--- src/pkg/aodi_pkg.sv ---
/*
  Shared types and constants of the analog output DAC interface: register
  offsets, the control and status layouts, reset values and state carriers.
  Assumes a 32-bit AXI4-Lite register bus with byte addresses.
*/
package aodi_pkg;

  // ----------------------------------------------------------------------
  // Widths, offsets and bus answers
  // ----------------------------------------------------------------------
  localparam int         CH_W         = 4;
  localparam int         PW_W         = 4;
  localparam int         ADDR_W       = 8;
  localparam logic [7:0] OFS_CONTROL  = 8'h00;
  localparam logic [7:0] OFS_STATUS   = 8'h04;
  localparam logic [1:0] RESP_OKAY    = 2'h0;
  localparam logic [1:0] RESP_SLVERR  = 2'h2;
  // Flag inputs default to active low; refill request defaults active high.
  localparam logic [31:0] CONTROL_RESET = 32'h0000_7000;

  typedef enum logic [1:0] {
    REFILL_ON_EMPTY,
    REFILL_ON_HALF_OR_LESS,
    REFILL_ON_NOT_FULL,
    REFILL_HALF_UNTIL_FULL
  } aodi_refill_e;

  // ----------------------------------------------------------------------
  // Register layouts
  // ----------------------------------------------------------------------
  typedef struct packed {
    logic [7:0]   reserved_hi;
    logic [3:0]   pulse_width;
    logic [3:0]   channels_m1;
    logic         reserved_lo;
    logic [2:0]   flag_pol;
    logic         tc_out_en;
    logic         refill_pol;
    logic         refill_en;
    aodi_refill_e refill_condition_select;
    logic         retransmit_enable_bit;
    logic [1:0]   load_src_secondary;
    logic [1:0]   load_immediate;
    logic         dual_dac;
    logic         multichannel_select;
  } aodi_ctrl_s;

  typedef struct packed {
    logic [19:0] reserved_hi;
    logic [3:0]  chan_select;
    logic [1:0]  reserved_lo;
    logic        data_request;
    logic        host_busy;
    logic        timed_busy;
    logic [2:0]  flags;
  } aodi_status_s;

  // ----------------------------------------------------------------------
  // Bus carriers
  // ----------------------------------------------------------------------
  typedef struct packed {
    logic              awvalid;
    logic [ADDR_W-1:0] awaddr;
    logic              wvalid;
    logic [31:0]       wdata;
    logic [3:0]        wstrb;
    logic              bready;
    logic              arvalid;
    logic [ADDR_W-1:0] araddr;
    logic              rready;
  } aodi_axil_req_s;

  typedef struct packed {
    logic        awready;
    logic        wready;
    logic        bvalid;
    logic [1:0]  bresp;
    logic        arready;
    logic        rvalid;
    logic [31:0] rdata;
    logic [1:0]  rresp;
  } aodi_axil_rsp_s;

  // ----------------------------------------------------------------------
  // State of the interface core
  // ----------------------------------------------------------------------
  typedef struct packed {
    aodi_ctrl_s        ctrl;
    logic [CH_W-1:0]   chan;
    logic [CH_W-1:0]   sel;
    logic [CH_W:0]     burst;
    logic              data_req;
    logic              hyst;
    logic              refill;
    logic              irq;
    logic              retx_n;
    logic              served;
    logic              tc_out;
    logic              aw_hold;
    logic [ADDR_W-1:0] aw_addr;
    logic              w_hold;
    logic [31:0]       w_data;
    logic [3:0]        w_strb;
    logic              bvalid;
    logic [1:0]        bresp;
    logic              rvalid;
    logic [31:0]       rdata;
    logic [1:0]        rresp;
  } aodi_core_s;

endpackage

--- src/logic/aodi_flag_in.sv ---
/*
  One FIFO flag input: applies the selected polarity, registers the asserted
  level and marks the cycle in which the flag becomes asserted.
  Assumes the raw flag is synchronous to clk.
*/
`timescale 1ns/10ps
module aodi_flag_in (
  // Clock and reset
  input  wire logic clk,
  input  wire logic reset,
  // Flag
  input  wire logic raw,
  input  wire logic active_low,
  output logic      asserted,
  output logic      rise
);
  import aodi_pkg::*;

  typedef struct packed {
    logic level;
    logic rise;
  } aodi_flag_s;

  aodi_flag_s r;
  aodi_flag_s next_r;

  always_comb begin
    next_r       = r;
    next_r.level = raw ^ active_low;
    next_r.rise  = next_r.level & ~r.level;
  end

  always_ff @(posedge clk or posedge reset) begin
    if (reset) begin
      r <= '0;
    end else begin
      r <= next_r;
    end
  end

  assign asserted = r.level;
  assign rise     = r.rise;
endmodule

--- src/logic/aodi_pulse.sv ---
/*
  Write pulse timed on the output timebase: a start taken on a tick opens
  the pulse, which then lasts width+1 further ticks and ends with done.
  Assumes tick is a one-cycle enable synchronous to clk.
*/
`timescale 1ns/10ps
module aodi_pulse #(
  parameter int W = 4
) (
  // Clock and reset
  input  wire logic         clk,
  input  wire logic         reset,
  // Timing
  input  wire logic         tick,
  input  wire logic         start,
  input  wire logic [W-1:0] width,
  // Pulse
  output logic              active,
  output logic              done
);
  import aodi_pkg::*;

  initial begin
    if (W < 1 || W > 16) begin
      $error("aodi_pulse: W out of range");
    end
  end

  typedef struct packed {
    logic         active;
    logic         done;
    logic [W-1:0] count;
  } aodi_pulse_s;

  aodi_pulse_s r;
  aodi_pulse_s next_r;

  always_comb begin
    next_r      = r;
    next_r.done = 1'b0;
    if (start && !r.active) begin
      next_r.active = 1'b1;
      next_r.count  = width;
    end else if (r.active && tick) begin
      if (r.count == '0) begin
        next_r.active = 1'b0;
        next_r.done   = 1'b1;
      end else begin
        next_r.count = r.count - 1'b1;
      end
    end
  end

  always_ff @(posedge clk or posedge reset) begin
    if (reset) begin
      r <= '0;
    end else begin
      r <= next_r;
    end
  end

  assign active = r.active;
  assign done   = r.done;
endmodule

--- src/logic/aodi_core.sv ---
/*
  Analog output DAC interface: channel select, timed and host DAC writes,
  write and load strobes, FIFO flag handling, refill and retransmit, and an
  AXI4-Lite register slave. Assumes all pin inputs synchronous to clk and
  output_timebase a one-cycle tick.
*/
// The AXI4-Lite interface to the registers and the register offsets were left to the implementer.
`timescale 1ns/10ps
module aodi_core #(
  parameter int CHW = 4,
  parameter int PWW = 4
) (
  // Clock and reset
  input  wire logic                     clk,
  input  wire logic                     reset,
  // Register bus
  input  wire aodi_pkg::aodi_axil_req_s axil_req,
  output aodi_pkg::aodi_axil_rsp_s      axil_rsp,
  // Timing inputs
  input  wire logic                     output_timebase,
  input  wire logic                     update_event,
  input  wire logic                     primary_update,
  input  wire logic                     secondary_update,
  input  wire logic                     buffer_count_terminal_in,
  // FIFO flags and controls
  input  wire logic                     fifo_empty_flag,
  input  wire logic                     fifo_half_full_flag,
  input  wire logic                     fifo_full_flag,
  output logic                          fifo_retransmit_n,
  output logic                          fifo_refill_request,
  output logic                          fifo_interrupt,
  output logic                          timed_data_request,
  output logic                          buffer_count_terminal,
  // Host access
  input  wire logic                     host_dac_request_n,
  input  wire logic [3:0]               host_address,
  output logic                          host_channel_ready,
  output logic                          host_dac_write_n,
  // DAC pins
  output logic [3:0]                    dac_channel_select,
  output logic                          timed_dac_write_n,
  output logic [1:0]                    dac_write_strobe_n,
  output logic [1:0]                    dac_load_strobe_n
);
  import aodi_pkg::*;

  initial begin
    if (CHW != CH_W || PWW != PW_W) begin
      $error("aodi_core: widths must match the register layout");
    end
  end

  aodi_core_s r;
  aodi_core_s next_r;
  logic       empty_as;
  logic       half_as;
  logic       full_as;
  logic       empty_rise;
  logic       timed_act;
  logic       timed_done;
  logic       host_act;
  logic       host_done;
  logic       host_req;
  logic       timed_start;
  logic       host_start;
  logic       wr_any;
  logic       cond;
  logic [CHW:0] burst_len;
  aodi_status_s status;

  // ----------------------------------------------------------------------
  // Flag inputs and pulse generators
  // ----------------------------------------------------------------------
  aodi_flag_in u_empty (
    .clk        (clk),
    .reset      (reset),
    .raw        (fifo_empty_flag),
    .active_low (r.ctrl.flag_pol[0]),
    .asserted   (empty_as),
    .rise       (empty_rise)
  );

  aodi_flag_in u_half (
    .clk        (clk),
    .reset      (reset),
    .raw        (fifo_half_full_flag),
    .active_low (r.ctrl.flag_pol[1]),
    .asserted   (half_as),
    .rise       ()
  );

  aodi_flag_in u_full (
    .clk        (clk),
    .reset      (reset),
    .raw        (fifo_full_flag),
    .active_low (r.ctrl.flag_pol[2]),
    .asserted   (full_as),
    .rise       ()
  );

  aodi_pulse #(.W(PWW)) u_timed (
    .clk    (clk),
    .reset  (reset),
    .tick   (output_timebase),
    .start  (timed_start),
    .width  (r.ctrl.pulse_width),
    .active (timed_act),
    .done   (timed_done)
  );

  aodi_pulse #(.W(PWW)) u_host (
    .clk    (clk),
    .reset  (reset),
    .tick   (output_timebase),
    .start  (host_start),
    .width  (r.ctrl.pulse_width),
    .active (host_act),
    .done   (host_done)
  );

  // ----------------------------------------------------------------------
  // Write arbitration
  // ----------------------------------------------------------------------
  assign host_req    = ~host_dac_request_n;
  assign wr_any      = timed_act | host_act;
  // Host is served first when both wait; one write reaches the DACs at a time.
  // The cycle in which a pulse ends still shows served low, so done blocks a repeat start.
  assign host_start  = host_req & ~r.served & ~host_done & ~wr_any
                       & output_timebase;
  assign timed_start = (r.burst != '0) & ~wr_any & ~host_start & output_timebase
                       & ~empty_as;
  assign burst_len   = r.ctrl.multichannel_select ? {1'b0, r.ctrl.channels_m1} + 1'b1
                                                  : (CHW+1)'(1);

  always_comb begin
    case (r.ctrl.refill_condition_select)
      REFILL_ON_EMPTY:        cond = empty_as;
      REFILL_ON_HALF_OR_LESS: cond = ~half_as | empty_as;
      REFILL_ON_NOT_FULL:     cond = ~full_as;
      REFILL_HALF_UNTIL_FULL: cond = r.hyst;
      default:                cond = 1'b0;
    endcase
  end

  assign status = '{reserved_hi: '0, chan_select: r.sel, reserved_lo: '0,
                    data_request: r.data_req, host_busy: host_act,
                    timed_busy: timed_act, flags: {full_as, half_as, empty_as}};

  // ----------------------------------------------------------------------
  // Next state
  // ----------------------------------------------------------------------
  always_comb begin
    next_r = r;
    // Burst and channel counter.
    if (update_event) begin
      next_r.burst = burst_len;
      next_r.chan  = '0;
    end else begin
      if (timed_start) begin
        next_r.burst = r.burst - 1'b1;
      end
      if (timed_done && r.ctrl.multichannel_select) begin
        next_r.chan = r.chan + 1'b1;
      end
    end
    if (host_start) begin
      next_r.sel = host_address;
    end else if (host_act && !host_done) begin
      next_r.sel = r.sel;
    end else begin
      next_r.sel = next_r.chan;
    end
    // Host service: one write per request assertion.
    if (!host_req) begin
      next_r.served = 1'b0;
    end else if (host_done) begin
      next_r.served = 1'b1;
    end
    // Data request while a timed write waits for data.
    if ((r.burst != '0) && !wr_any && output_timebase && empty_as && !host_start) begin
      next_r.data_req = 1'b1;
    end else if (r.data_req && output_timebase && !empty_as) begin
      next_r.data_req = 1'b0;
    end
    // FIFO refill request, interrupt and retransmit.
    if (~half_as | empty_as) begin
      next_r.hyst = 1'b1;
    end else if (full_as) begin
      next_r.hyst = 1'b0;
    end
    next_r.irq    = cond;
    next_r.refill = (r.ctrl.refill_en & cond) ^ r.ctrl.refill_pol;
    next_r.retx_n = ~(empty_rise & r.ctrl.retransmit_enable_bit);
    next_r.tc_out = buffer_count_terminal_in & r.ctrl.tc_out_en;
    // Write channel of the register slave.
    if (axil_req.awvalid && !r.aw_hold && !r.bvalid) begin
      next_r.aw_hold = 1'b1;
      next_r.aw_addr = axil_req.awaddr;
    end
    if (axil_req.wvalid && !r.w_hold && !r.bvalid) begin
      next_r.w_hold = 1'b1;
      next_r.w_data = axil_req.wdata;
      next_r.w_strb = axil_req.wstrb;
    end
    if (r.aw_hold && r.w_hold) begin
      next_r.aw_hold = 1'b0;
      next_r.w_hold  = 1'b0;
      next_r.bvalid  = 1'b1;
      next_r.bresp   = RESP_OKAY;
      if (r.aw_addr[ADDR_W-1:2] == OFS_CONTROL[ADDR_W-1:2]) begin
        for (int b = 0; b < 4; b++) begin
          if (r.w_strb[b]) begin
            next_r.ctrl[8*b +: 8] = r.w_data[8*b +: 8];
          end
        end
        next_r.ctrl.reserved_hi = '0;
        next_r.ctrl.reserved_lo = 1'b0;
      end else if (r.aw_addr[ADDR_W-1:2] != OFS_STATUS[ADDR_W-1:2]) begin
        next_r.bresp = RESP_SLVERR;
      end
    end else if (r.bvalid && axil_req.bready) begin
      next_r.bvalid = 1'b0;
    end
    // Read channel of the register slave.
    if (axil_req.arvalid && !r.rvalid) begin
      next_r.rvalid = 1'b1;
      next_r.rresp  = RESP_OKAY;
      if (axil_req.araddr[ADDR_W-1:2] == OFS_CONTROL[ADDR_W-1:2]) begin
        next_r.rdata = r.ctrl;
      end else if (axil_req.araddr[ADDR_W-1:2] == OFS_STATUS[ADDR_W-1:2]) begin
        next_r.rdata = status;
      end else begin
        next_r.rdata = '0;
        next_r.rresp = RESP_SLVERR;
      end
    end else if (r.rvalid && axil_req.rready) begin
      next_r.rvalid = 1'b0;
    end
  end

  always_ff @(posedge clk or posedge reset) begin
    if (reset) begin
      r        <= '0;
      r.ctrl   <= CONTROL_RESET;
      r.refill <= 1'b0;
      r.retx_n <= 1'b1;
    end else begin
      r <= next_r;
    end
  end

  // ----------------------------------------------------------------------
  // Outputs
  // ----------------------------------------------------------------------
  assign axil_rsp = '{awready: ~r.aw_hold & ~r.bvalid, wready: ~r.w_hold & ~r.bvalid,
                      bvalid: r.bvalid, bresp: r.bresp, arready: ~r.rvalid,
                      rvalid: r.rvalid, rdata: r.rdata, rresp: r.rresp};
  assign host_channel_ready    = ~((host_req & ~r.served) | host_act);
  assign host_dac_write_n      = ~host_act;
  assign timed_dac_write_n     = ~timed_act;
  assign dac_channel_select    = r.sel;
  assign timed_data_request    = r.data_req;
  assign fifo_retransmit_n     = r.retx_n;
  assign fifo_refill_request   = r.refill;
  assign fifo_interrupt        = r.irq;
  assign buffer_count_terminal = r.tc_out;

  always_comb begin
    if (r.ctrl.dual_dac) begin
      dac_write_strobe_n = {1'b1, ~wr_any};
    end else begin
      dac_write_strobe_n = {~(wr_any & r.sel[0]), ~(wr_any & ~r.sel[0])};
    end
    for (int i = 0; i < 2; i++) begin
      if (r.ctrl.load_immediate[i]) begin
        dac_load_strobe_n[i] = ~(timed_dac_write_n & host_dac_write_n);
      end else begin
        dac_load_strobe_n[i] = r.ctrl.load_src_secondary[i] ? ~secondary_update
                                                             : ~primary_update;
      end
    end
  end
endmodule

--- config.mk ---
export PLATFORM = sky130hd
export DESIGN_NAME = aodi_core
export DESIGN_NICKNAME = d
export VERILOG_FILES = /design/src/pkg/aodi_pkg.sv /design/src/logic/aodi_flag_in.sv /design/src/logic/aodi_pulse.sv /design/src/logic/aodi_core.sv
export SDC_FILE = /design/constraint.sdc
export NUM_CORES = 1
export LEC_CHECK = 0
export BUFFER_PORTS_ARGS = -buffer_cell sky130_fd_sc_hd__buf_2
export CAP_MARGIN = 15
export CORE_ASPECT_RATIO = 1.25
export CORE_MARGIN = 1
export CORE_UTILIZATION = 54
export DETAILED_ROUTE_END_ITERATION = 8
export PLACE_DENSITY = 0.87
export SLEW_MARGIN = 20
export SYNTH_ARGS = -nofsm -noshare
export SYNTH_HDL_FRONTEND = slang
export SYNTH_SLANG_ARGS = --single-unit
--- constraint.sdc ---
create_clock -name clk -period 4 [get_ports clk]
set_input_delay 0.4 -clock clk [delete_from_list [all_inputs] [get_ports clk]]
set_output_delay 0.4 -clock clk [all_outputs]
set_load 0.02 [all_outputs]
Word level (Yosys, flattened, before mapping)
Cells that the tools add are included.
{"block": "totals", "regBits": 143, "out_inout_bits": 57}
{"block": "classes", "reduce_logical": 55, "addsub": 5, "muxes": 45, "eq_ne": 8, "n_bitwise": 46}
{"operator": "$mux 37", "count": 1}
{"operator": "$mux 4", "count": 8}
{"operator": "$mux 24", "count": 1}
{"operator": "$reduce_bool 2->1", "count": 12}
{"operator": "$not 1->1", "count": 22}
{"operator": "$logic_and 1x1->1", "count": 20}
{"operator": "$mux 1", "count": 20}
{"operator": "$and 1x1->1", "count": 17}
{"operator": "$mux 5", "count": 3}
{"operator": "$mux 2", "count": 7}
{"operator": "$logic_not 6->1", "count": 2}
{"operator": "$mux 12", "count": 1}
{"operator": "$mux 6", "count": 2}
{"operator": "$logic_not 1->1", "count": 10}
{"operator": "$mux 9", "count": 1}
{"operator": "$reduce_and 3->1", "count": 3}
{"operator": "$logic_not 4->1", "count": 2}
{"operator": "$reduce_and 2->1", "count": 4}
{"operator": "$sub 4x1->4 const B", "count": 2}
{"operator": "$eq 6x1->1 const B", "count": 1}
{"operator": "$ne 6x1->1 const B", "count": 1}
{"operator": "$add 4x1->5 const B", "count": 1}
{"operator": "$reduce_bool 5->1", "count": 1}
{"operator": "$sub 5x1->5 const B", "count": 1}
{"operator": "other kinds (9)", "count": 16}

Depth between registers and ports, before layout
Gate-level depths: netlist of run 1.
{"block": "depth", "depth_word": 12, "depth_mapped": 7, "ltp_nobuf": 6}

Modules after synthesis
From an unflattened synthesis of run 1, not the netlist that was laid out.
{"block": "unflattened", "cells_unflattened": 463, "area_unflattened_um2": 5549.1}
{"mod": "aodi_core", "seq_area_each_um2": 2607.5, "instances": 1, "cells_per_inst": 380, "area_each_um2": 4687.0}
{"mod": "aodi_pulse", "seq_area_each_um2": 150.1, "instances": 2, "cells_per_inst": 34, "area_each_um2": 324.1}
{"mod": "aodi_flag_in", "seq_area_each_um2": 50.0, "instances": 3, "cells_per_inst": 5, "area_each_um2": 71.3}

Worst setup path before layout of run 1
Ideal clock, no wire load.
{"block": "synth_path", "path_kind": "register -> register", "startpoint": "register r[74] in the netlist's numbering", "endpoint": "register r[38] in the netlist's numbering", "arrival_time_ns": 1.789, "stages_incl_launch_ff": 6, "setup_ns": 0.125, "slack_ns": 2.087, "n_path_buf": 2, "path_cell_list": "dfrtp_1 > nor2_1 > and2_1 > clkbuf_1 > buf_2 > mux2_2"}
{"block": "synth_between", "elab_chain_cells": 3}
{"item": "start: declaration", "line": "aodi_core.sv:53", "text": "aodi_core_s r;"}
{"item": "start signal: assignment", "line": "aodi_core.sv:248", "text": "r <= next_r;"}
{"item": "$logic_not 1->1", "line": "aodi_core.sv:200", "text": "if (axil_req.wvalid && !r.w_hold && !r.bvalid) begin"}
{"item": "$logic_and 1x1->1 (2 in series)", "line": "aodi_core.sv:200"}
Every way passes these cells.
A chain may end at the register's enable or synchronous reset.

Worst setup path in the final report of run 1
{"block": "layout_path", "startpoint": "register r[85] in the netlist's numbering", "endpoint": "register r (netlist bit dac_channel_select[1])"}
{"block": "layout_between", "elab_chain_cells": 6, "word_cells_on_any_way": 7}
{"item": "$not 1->1 *", "line": "aodi_core.sv:128", "text": "assign host_start = host_req & ~r.served & ~host_done & ~wr_any"}
{"item": "$and 1x1->1 * (3 in series)", "line": "aodi_core.sv:128"}
{"item": "$and 1x1->1 *", "line": "aodi_core.sv:129", "text": "& output_timebase;"}
{"item": "$ne 2x2->1 (no source line) or $mux 4 (tied branches)"}
Mark *: on every way between the ends. The rest lies on a longest branch, timed or not.

==> results of run 1 <==
-- report_power, final --
group / switching [uW] / total (uW) / internal [uW]
registers: 382 / 2010 / 1630
clock network: 519 / 1690 / 1170
logic: 587 / 1160 / 569
total: 1490 / 4850 / 3370
-- sequential cells by signal (all words and copies together), names as in the netlist, 4 cells and up --
name,flops
r,68
u_timed.r,4
axil_rsp,27
dac_channel_select,4
u_host.r,4
-- synthesized netlist by cell type, types with 8 or more instances --
| cell type | number | area, sq um |
|---|---|---|
| a21oi_1 | 8 | 40.04 |
| a22o_1 | 13 | 113.9 |
| buf_4 | 43 | 322.8 |
| clkbuf_1 | 9 | 33.78 |
| dfrtp_1 | 116 | 2903 |
| inv_1 | 15 | 56.30 |
| mux2_2 | 56 | 630.6 |
| mux2i_1 | 14 | 140.1 |
| nand2_1 | 22 | 82.58 |
| nor2_1 | 24 | 90.09 |
| nor3_1 | 8 | 40.04 |
| o31ai_1 | 10 | 75.07 |
-- layout make-up --
| class | count | share of cell area [%] |
|---|---|---|
| Inverter | 15 | 0.9084 |
| Clock buffer | 24 | 7.596 |
| Clock inverter | 8 | 2.551 |
| Tap cell | 126 | 2.435 |
| Multi-Input combinational cell | 261 | 31.50 |
| Timing Repair Buffer | 108 | 8.543 |
| Sequential cell | 120 | 46.46 |
-- worst min-delay path by stage --
stage | from | end
6_report | reset | r[60]
5_1_grt | reset | r[60]
4_1_cts | reset | axil_rsp[37]
3_5_place_dp | u_empty.rise | fifo_retransmit_n
3_3_place_gp | u_empty.rise | fifo_retransmit_n
2_1_floorplan | u_empty.rise | fifo_retransmit_n
-- logic make-up after synthesis --
kind of cell	share of synthesized area, %
fa+ha+maj	1.604
simple gates	9.235
buf+inv	8.249
xor+xnor	1.604
flops	55.09
compound gates	9.625
other cells	0.06868
mux	14.53
-- metrics by stage --
| step | total power, uW | area (sq um) | hold slack (ps) | instances |
|---|---|---|---|---|
| 2_1_floorplan | 2814 | 5498 | 352.0 | 453 |
| 3_3_place_gp | 3049 | 5817 | 361.5 | 630 |
| 3_5_place_dp | 3149 | 5817 | 370.5 | 630 |
| 4_1_cts | 4874 | 6474 | 129.4 | 662 |
| 5_1_grt | 5092 | 6474 | 159.7 | 662 |
| 6_report | 4854 | 6474 | 105.9 | 662 |
-- routing by layer --
layer	vias up	part of all wire (%)
li1	1693	-
met1	1911	39
met2	154	52
met3	33	6.4
met4	0	2.6
met5	-	0
-- critical path: stages, from the launching register on --
cell,delay [ps]
dfrtp_1,390
or3_4,450
nor4b_4,660
mux2_2,400
mux2_2,260
-- cell usage in the layout (no fill, tap or decap), types with 4 or more instances in the layout --
master / netlist / layout
clkbuf_16: 0 / 17
mux2i_1: 14 / 14
nand3_1: 5 / 5
bufinv_16: 0 / 5
a22o_1: 13 / 13
dfstp_2: 4 / 4
and2_1: 7 / 7
xor2_1: 7 / 7
nand2_1: 22 / 22
inv_1: 15 / 14
nor2_1: 24 / 24
mux2_2: 56 / 56
ha_1: 7 / 7
buf_4: 43 / 5
buf_2: 3 / 103
nor3b_1: 6 / 6
o31ai_1: 10 / 10
nor3_1: 8 / 8
clkbuf_8: 0 / 4
conb_1: 1 / 11
nor2b_1: 5 / 5
a21oi_1: 8 / 8
a221o_1: 4 / 4
o21ai_0: 7 / 7
dfrtp_1: 116 / 116
a21o_1: 4 / 4
==> results.tsv, run 1 <==
stage	metric	value	unit
worst_setup_path	Crit path arrival time	2570	ps
timing	RSZ-0062 raised after global routing	false	
timing	Setup TNS Final	0	ps
worst_setup_path	CP Launch Type	register	
worst_setup_path	r2r setup slk	1730	ps
grt	grt met2 use	42.34	%
grt	most used routing layer	met2	
grt	met1 global-route usage	29.27	%
logic_synthesis	top_reg_cell synth	dfrtp_1	
floorplan	initial core utilization	56.24	%
worst_setup_path	Reg-to-Reg End	dac_channel_select[1]	
timing	Hold Violations, Final	0	
worst_setup_path	endpoint class of the critical path	register	
worst_hold_path	HP Class	input port to asynchronous set/reset pin	
route	via/cell ratio	5.727	
finish	Fillers	726	
finish	n_diodes	0	
route	vias	3791	
grt	vias in the first global route	3906	
logic_synthesis	Seq/Total Area, Yosys	55.09	%
floorplan	die width	91.94	microns
floorplan	Ports	129	
worst_setup_path	FF-to-FF path depth	4	
grt	Tot GR Track Use	24.86	%
finish	area delta synth->final	18.56	%
clocking	worst-case clock buffer depth	2	
worst_setup_path	Reg2Reg Launch Point	r[85]	
timing	final count of negative-setup-slack endpoints	0	
pwr	VDD IR max	393.8	uV
grt	grt met3 use	7.769	%
finish	sequential cell area	3008	sq um
floorplan	die area	10520	sq um
placed_design	HPWL after DPL	7941	microns
pwr	Leak Pwr	0.003235	uW
logic_synthesis	Synth async-reset ratio	100.0	%
pwr	Power per Cell Area	749.9	nW/um^2
placed_design	Final Wtd Congestion	0.7831	
clocking	latest clock arrival within the worst-skew pair	410	ps
route	antenna-violating nets left	0	
grt	initial antenna violation count	0	
floorplan	Row Count	40	
finish	share of layout cells above drive strength 1	39.18	%
worst_setup_path	critical path type	register to register	
logic_synthesis	Mapped Cells	443	
clocking	setup bufs post-CTS	0	
logic_synthesis	flops & latches, synth	120	
timing	minimum clock period	2269	ps
outcome	status	finished clean	
clocking	Hold Buf Count CTS	0	
worst_setup_path	crit path to	dac_channel_select[1]	
finish	Final Util	66.68	%
grt	largest net degree at the start of global routing	58	
clocking	Reg clk slew, reported paths	50	ps
clocking	TritonCTS Buffers	17	
worst_setup_path	CP Max Fanout	14	
logic_synthesis	Synth Area per Inst	12.33	sq um
worst_setup_path	Required @ worst endpoint	4300	ps
finish	net count reported at finish	602	
logic_synthesis	Netlist Area Pre-Place	5460	sq um
finish	area of the multi-input gates	2039	sq um
timing	fin crit share	56.73	%
timing	Fmax achieved	440.7	MHz
clocking	CTS H-tree depth	4	
placed_design	DP Worst Slack	1666	ps
route	TritonRoute pass-1 iters	5	
timing	PnR worst setup slack	1731	ps
route	WL/cell	18.23	microns
floorplan	die height	114.4	microns
worst_setup_path	CP startpoint	r[85]	
placed_design	port bufs	103	
route	initial drt markers	332	
timing	clk_skew	7.902	ps
grt	gr ovfl total	0	
job	Max Cap Viol	0	
route	Residual DRC	0	
timing	Worst-Margin Slew	698.9	ps
clocking	Sink Count	120	
clocking	CTS tree	yes	
logic_synthesis	post-synth cell types	57	
logic_synthesis	Synth Warn #	0	
clocking	post_cts resized	0	
grt	first-pass GRT wire length	19730	microns
clocking	CTS root buffer	clkbuf_16	
route	DRT Wirelength	12070	microns
timing	Slew Limit Headroom	52.75	%
logic_synthesis	Post-synth EDFFs	0	
floorplan	core area	9709	sq um
timing	Slew Viols, Final	0	
Note: power is estimated with default switching activity, not from simulation.
==> inputs of run 2 (changes only) <==
Clock period 4 ns to 2.34 ns, I/O delays scaled along.
==> run 2 against run 1 <==
The run now ends with negative hold slack left; clock power rose by 59%; die area did not move; clock skew rose by 2.2 ps; register-to-register slack got worse by 1400 ps; clock-buffer cell count fell by 2; non-clock buffer count rose by 6; global-route usage fell by 0.72 points; routed wire length fell by 4.6%; sequential share of layout area fell by 0.24 points; critical path type unchanged.
==> results.tsv, run 2 (synthesized netlist as in run 1, its figures left out) <==
stage	metric	value	unit	change
finish	sequential cell area	3008	sq um	unchanged
clocking	CTS H-tree depth	4		unchanged
worst_setup_path	r2r setup slk	320	ps	-1420 ps
outcome	failing checks	negative hold slack		
clocking	CTS root buffer	clkbuf_16		
timing	Hold Slack	-8.110	ps	-114.0 ps
outcome	status	complete, but fails checks		
pwr	Leak Pwr	0.003244	uW	+0.29%
finish	share of layout cells above drive strength 1	39.19	%	about the same
placed_design	DP Worst Slack	380.1	ps	-1286 ps
floorplan	die area	10520	sq um	unchanged
clocking	post_cts resized	0		unchanged
timing	minimum clock period	2024	ps	-244.6 ps
floorplan	initial core utilization	56.24	%	unchanged
route	WL/cell	17.27	microns	-5.3%
route	initial drt markers	309		-6.9%
route	DRT Wirelength	11520	microns	-4.6%
worst_setup_path	Required @ worst endpoint	2630	ps	-1670 ps
worst_setup_path	endpoint class of the critical path	register		
route	antenna-violating nets left	0		unchanged
timing	Fmax achieved	494.0	MHz	+12%
finish	net count reported at finish	608		+1.0%
grt	largest net degree at the start of global routing	121		+110%
worst_setup_path	CP Max Fanout	12		-2
route	vias	3741		-1.3%
worst_hold_path	HP Class	input port to asynchronous set/reset pin		
worst_setup_path	worst path bufs/invs	1		+1
pwr	VDD IR max	760.5	uV	+93%
worst_setup_path	Crit path arrival time	2310	ps	-260 ps
grt	gr ovfl total	0		unchanged
worst_setup_path	slowest cell on the critical path	or4b_1		
finish	area delta synth->final	19.18	%	
timing	final count of negative-setup-slack endpoints	0		unchanged
clocking	Reg clk slew, reported paths	50	ps	about the same
placed_design	HPWL after DPL	7879	microns	-0.79%
floorplan	die width	91.94	microns	unchanged
route	Residual DRC	0		unchanged
worst_setup_path	most frequent CP cell	o22a_1		
clocking	latest clock arrival within the worst-skew pair	410	ps	about the same
worst_setup_path	CP Launch Type	register		
finish	Fillers	730		+0.55%
job	Max Cap Viol	0		unchanged
pwr	Power per Cell Area	1246	nW/um^2	+66%
timing	Slew Limit Headroom	58.68	%	+5.9 points
grt	Tot GR Track Use	24.15	%	-0.72 points
floorplan	die height	114.4	microns	unchanged
floorplan	core area	9709	sq um	unchanged
route	via/cell ratio	5.609		-2.1%
grt	initial antenna violation count	0		unchanged
finish	Final Util	67.02	%	+0.35 points
floorplan	Ports	129		unchanged
finish	area of the multi-input gates	2039	sq um	unchanged
placed_design	port bufs	103		unchanged
timing	Slew Viols, Final	0		unchanged
finish	n_diodes	0		unchanged
floorplan	Row Count	40		unchanged
worst_setup_path	critical path type	register to register		
grt	vias in the first global route	3951		+1.2%
finish	leading cell type in the layout, fill and taps excluded	dfrtp_1		
clocking	TritonCTS Buffers	17		unchanged
finish	max reg flops	68		unchanged
timing	Hold Violations, Final	4		+4
clocking	worst-case clock buffer depth	2		unchanged
timing	fin crit share	86.51	%	+30 points
timing	RSZ-0062 raised after global routing	false		
worst_setup_path	Crit path largest cell delay	480	ps	-180 ps
timing	Setup TNS Final	0	ps	unchanged
clocking	Sink Count	120		unchanged
finish	Largest Register	r		
grt	first-pass GRT wire length	19170	microns	-2.8%
timing	PnR worst setup slack	315.6	ps	-1415 ps
worst_setup_path	family with the most delay on the worst path	simple AND/OR/NAND/NOR gates		
timing	Worst-Margin Slew	619.8	ps	-79.15 ps
finish	most frequent cells in the layout	dfrtp_1, buf_2, mux2_2		
placed_design	Final Wtd Congestion	0.7785		-0.59%
clocking	CTS tree	yes		
timing	clk_skew	10.13	ps	+2.228 ps
worst_setup_path	critical path, cell by cell	inv_1 -> ha_1 -> or4b_1 -> and3_2 -> o22a_1 -> o22a_1		
route	TritonRoute pass-1 iters	5		unchanged
run 2: per-stage QoR:
stage	hold slack (ps)	std cells	power, uW	instance area (sq um)
after floorplan	300.4	453	4811	5502
after global placement	360.2	633	5247	5866
final	-8.110	667	8109	6507
after CTS	1.692	667	8145	6507
after global routing	5.870	667	8541	6507
after detailed placement	361.2	633	5415	5866
run 2: cell type report:
class / count / area share (%)
timing repair buffer: 114 / 9.690
inverter: 15 / 0.9229
clock inverter: 9 / 2.269
sequential: 120 / 46.22
multi-input combinational: 261 / 31.34
clock buffer: 22 / 7.133
tap: 126 / 2.423
run 2: worst register-to-register path, cell delays in order, from the launching register on:
cell and delay, ps:
dfrtp_1 390, inv_1 130, ha_1 160, or4b_1 480
and3_2 300, o22a_1 240, o22a_1 200
run 2: report_power, final:
part / internal, uW / leakage, uW / total, uW / switching [uW]
logic: 1010 / 0.00142 / 2050 / 1040
registers: 2780 / 0.00153 / 3370 / 584
clock network: 1820 / 0.000300 / 2690 / 868
total: 5620 / 0.00324 / 8110 / 2490
run 2: path summary, 6_finish.rpt:
kind | end | cells after the start | from
setup / recovery | r[95] | 6 | r[91]
hold / removal | r[53] | 3 | reset
setup reg to reg | r[95] | 6 | r[91]
hold reg to reg | fifo_retransmit_n | 1 | u_empty.rise
max in group asynchronous | r[107] | 3 | reset
min in group clk | u_full.asserted | 2 | fifo_full_flag
run 2: routing by layer:
metal  vias to the layer above  GRT usage, %  share of wire [%]
li1                       1697             -                  -
met1                      1872         27.74                 40
met2                       150         40.70                 52
met3                        22         7.503                5.6
met4                         0         12.40                2.5
met5                         -             0                  0
run 2: repair_timing:
action / 4_1_cts / 5_1_grt
hold endpoints to repair: 3 / 0
hold buffers: 3 / 0
buffers inserted: 0 / 0
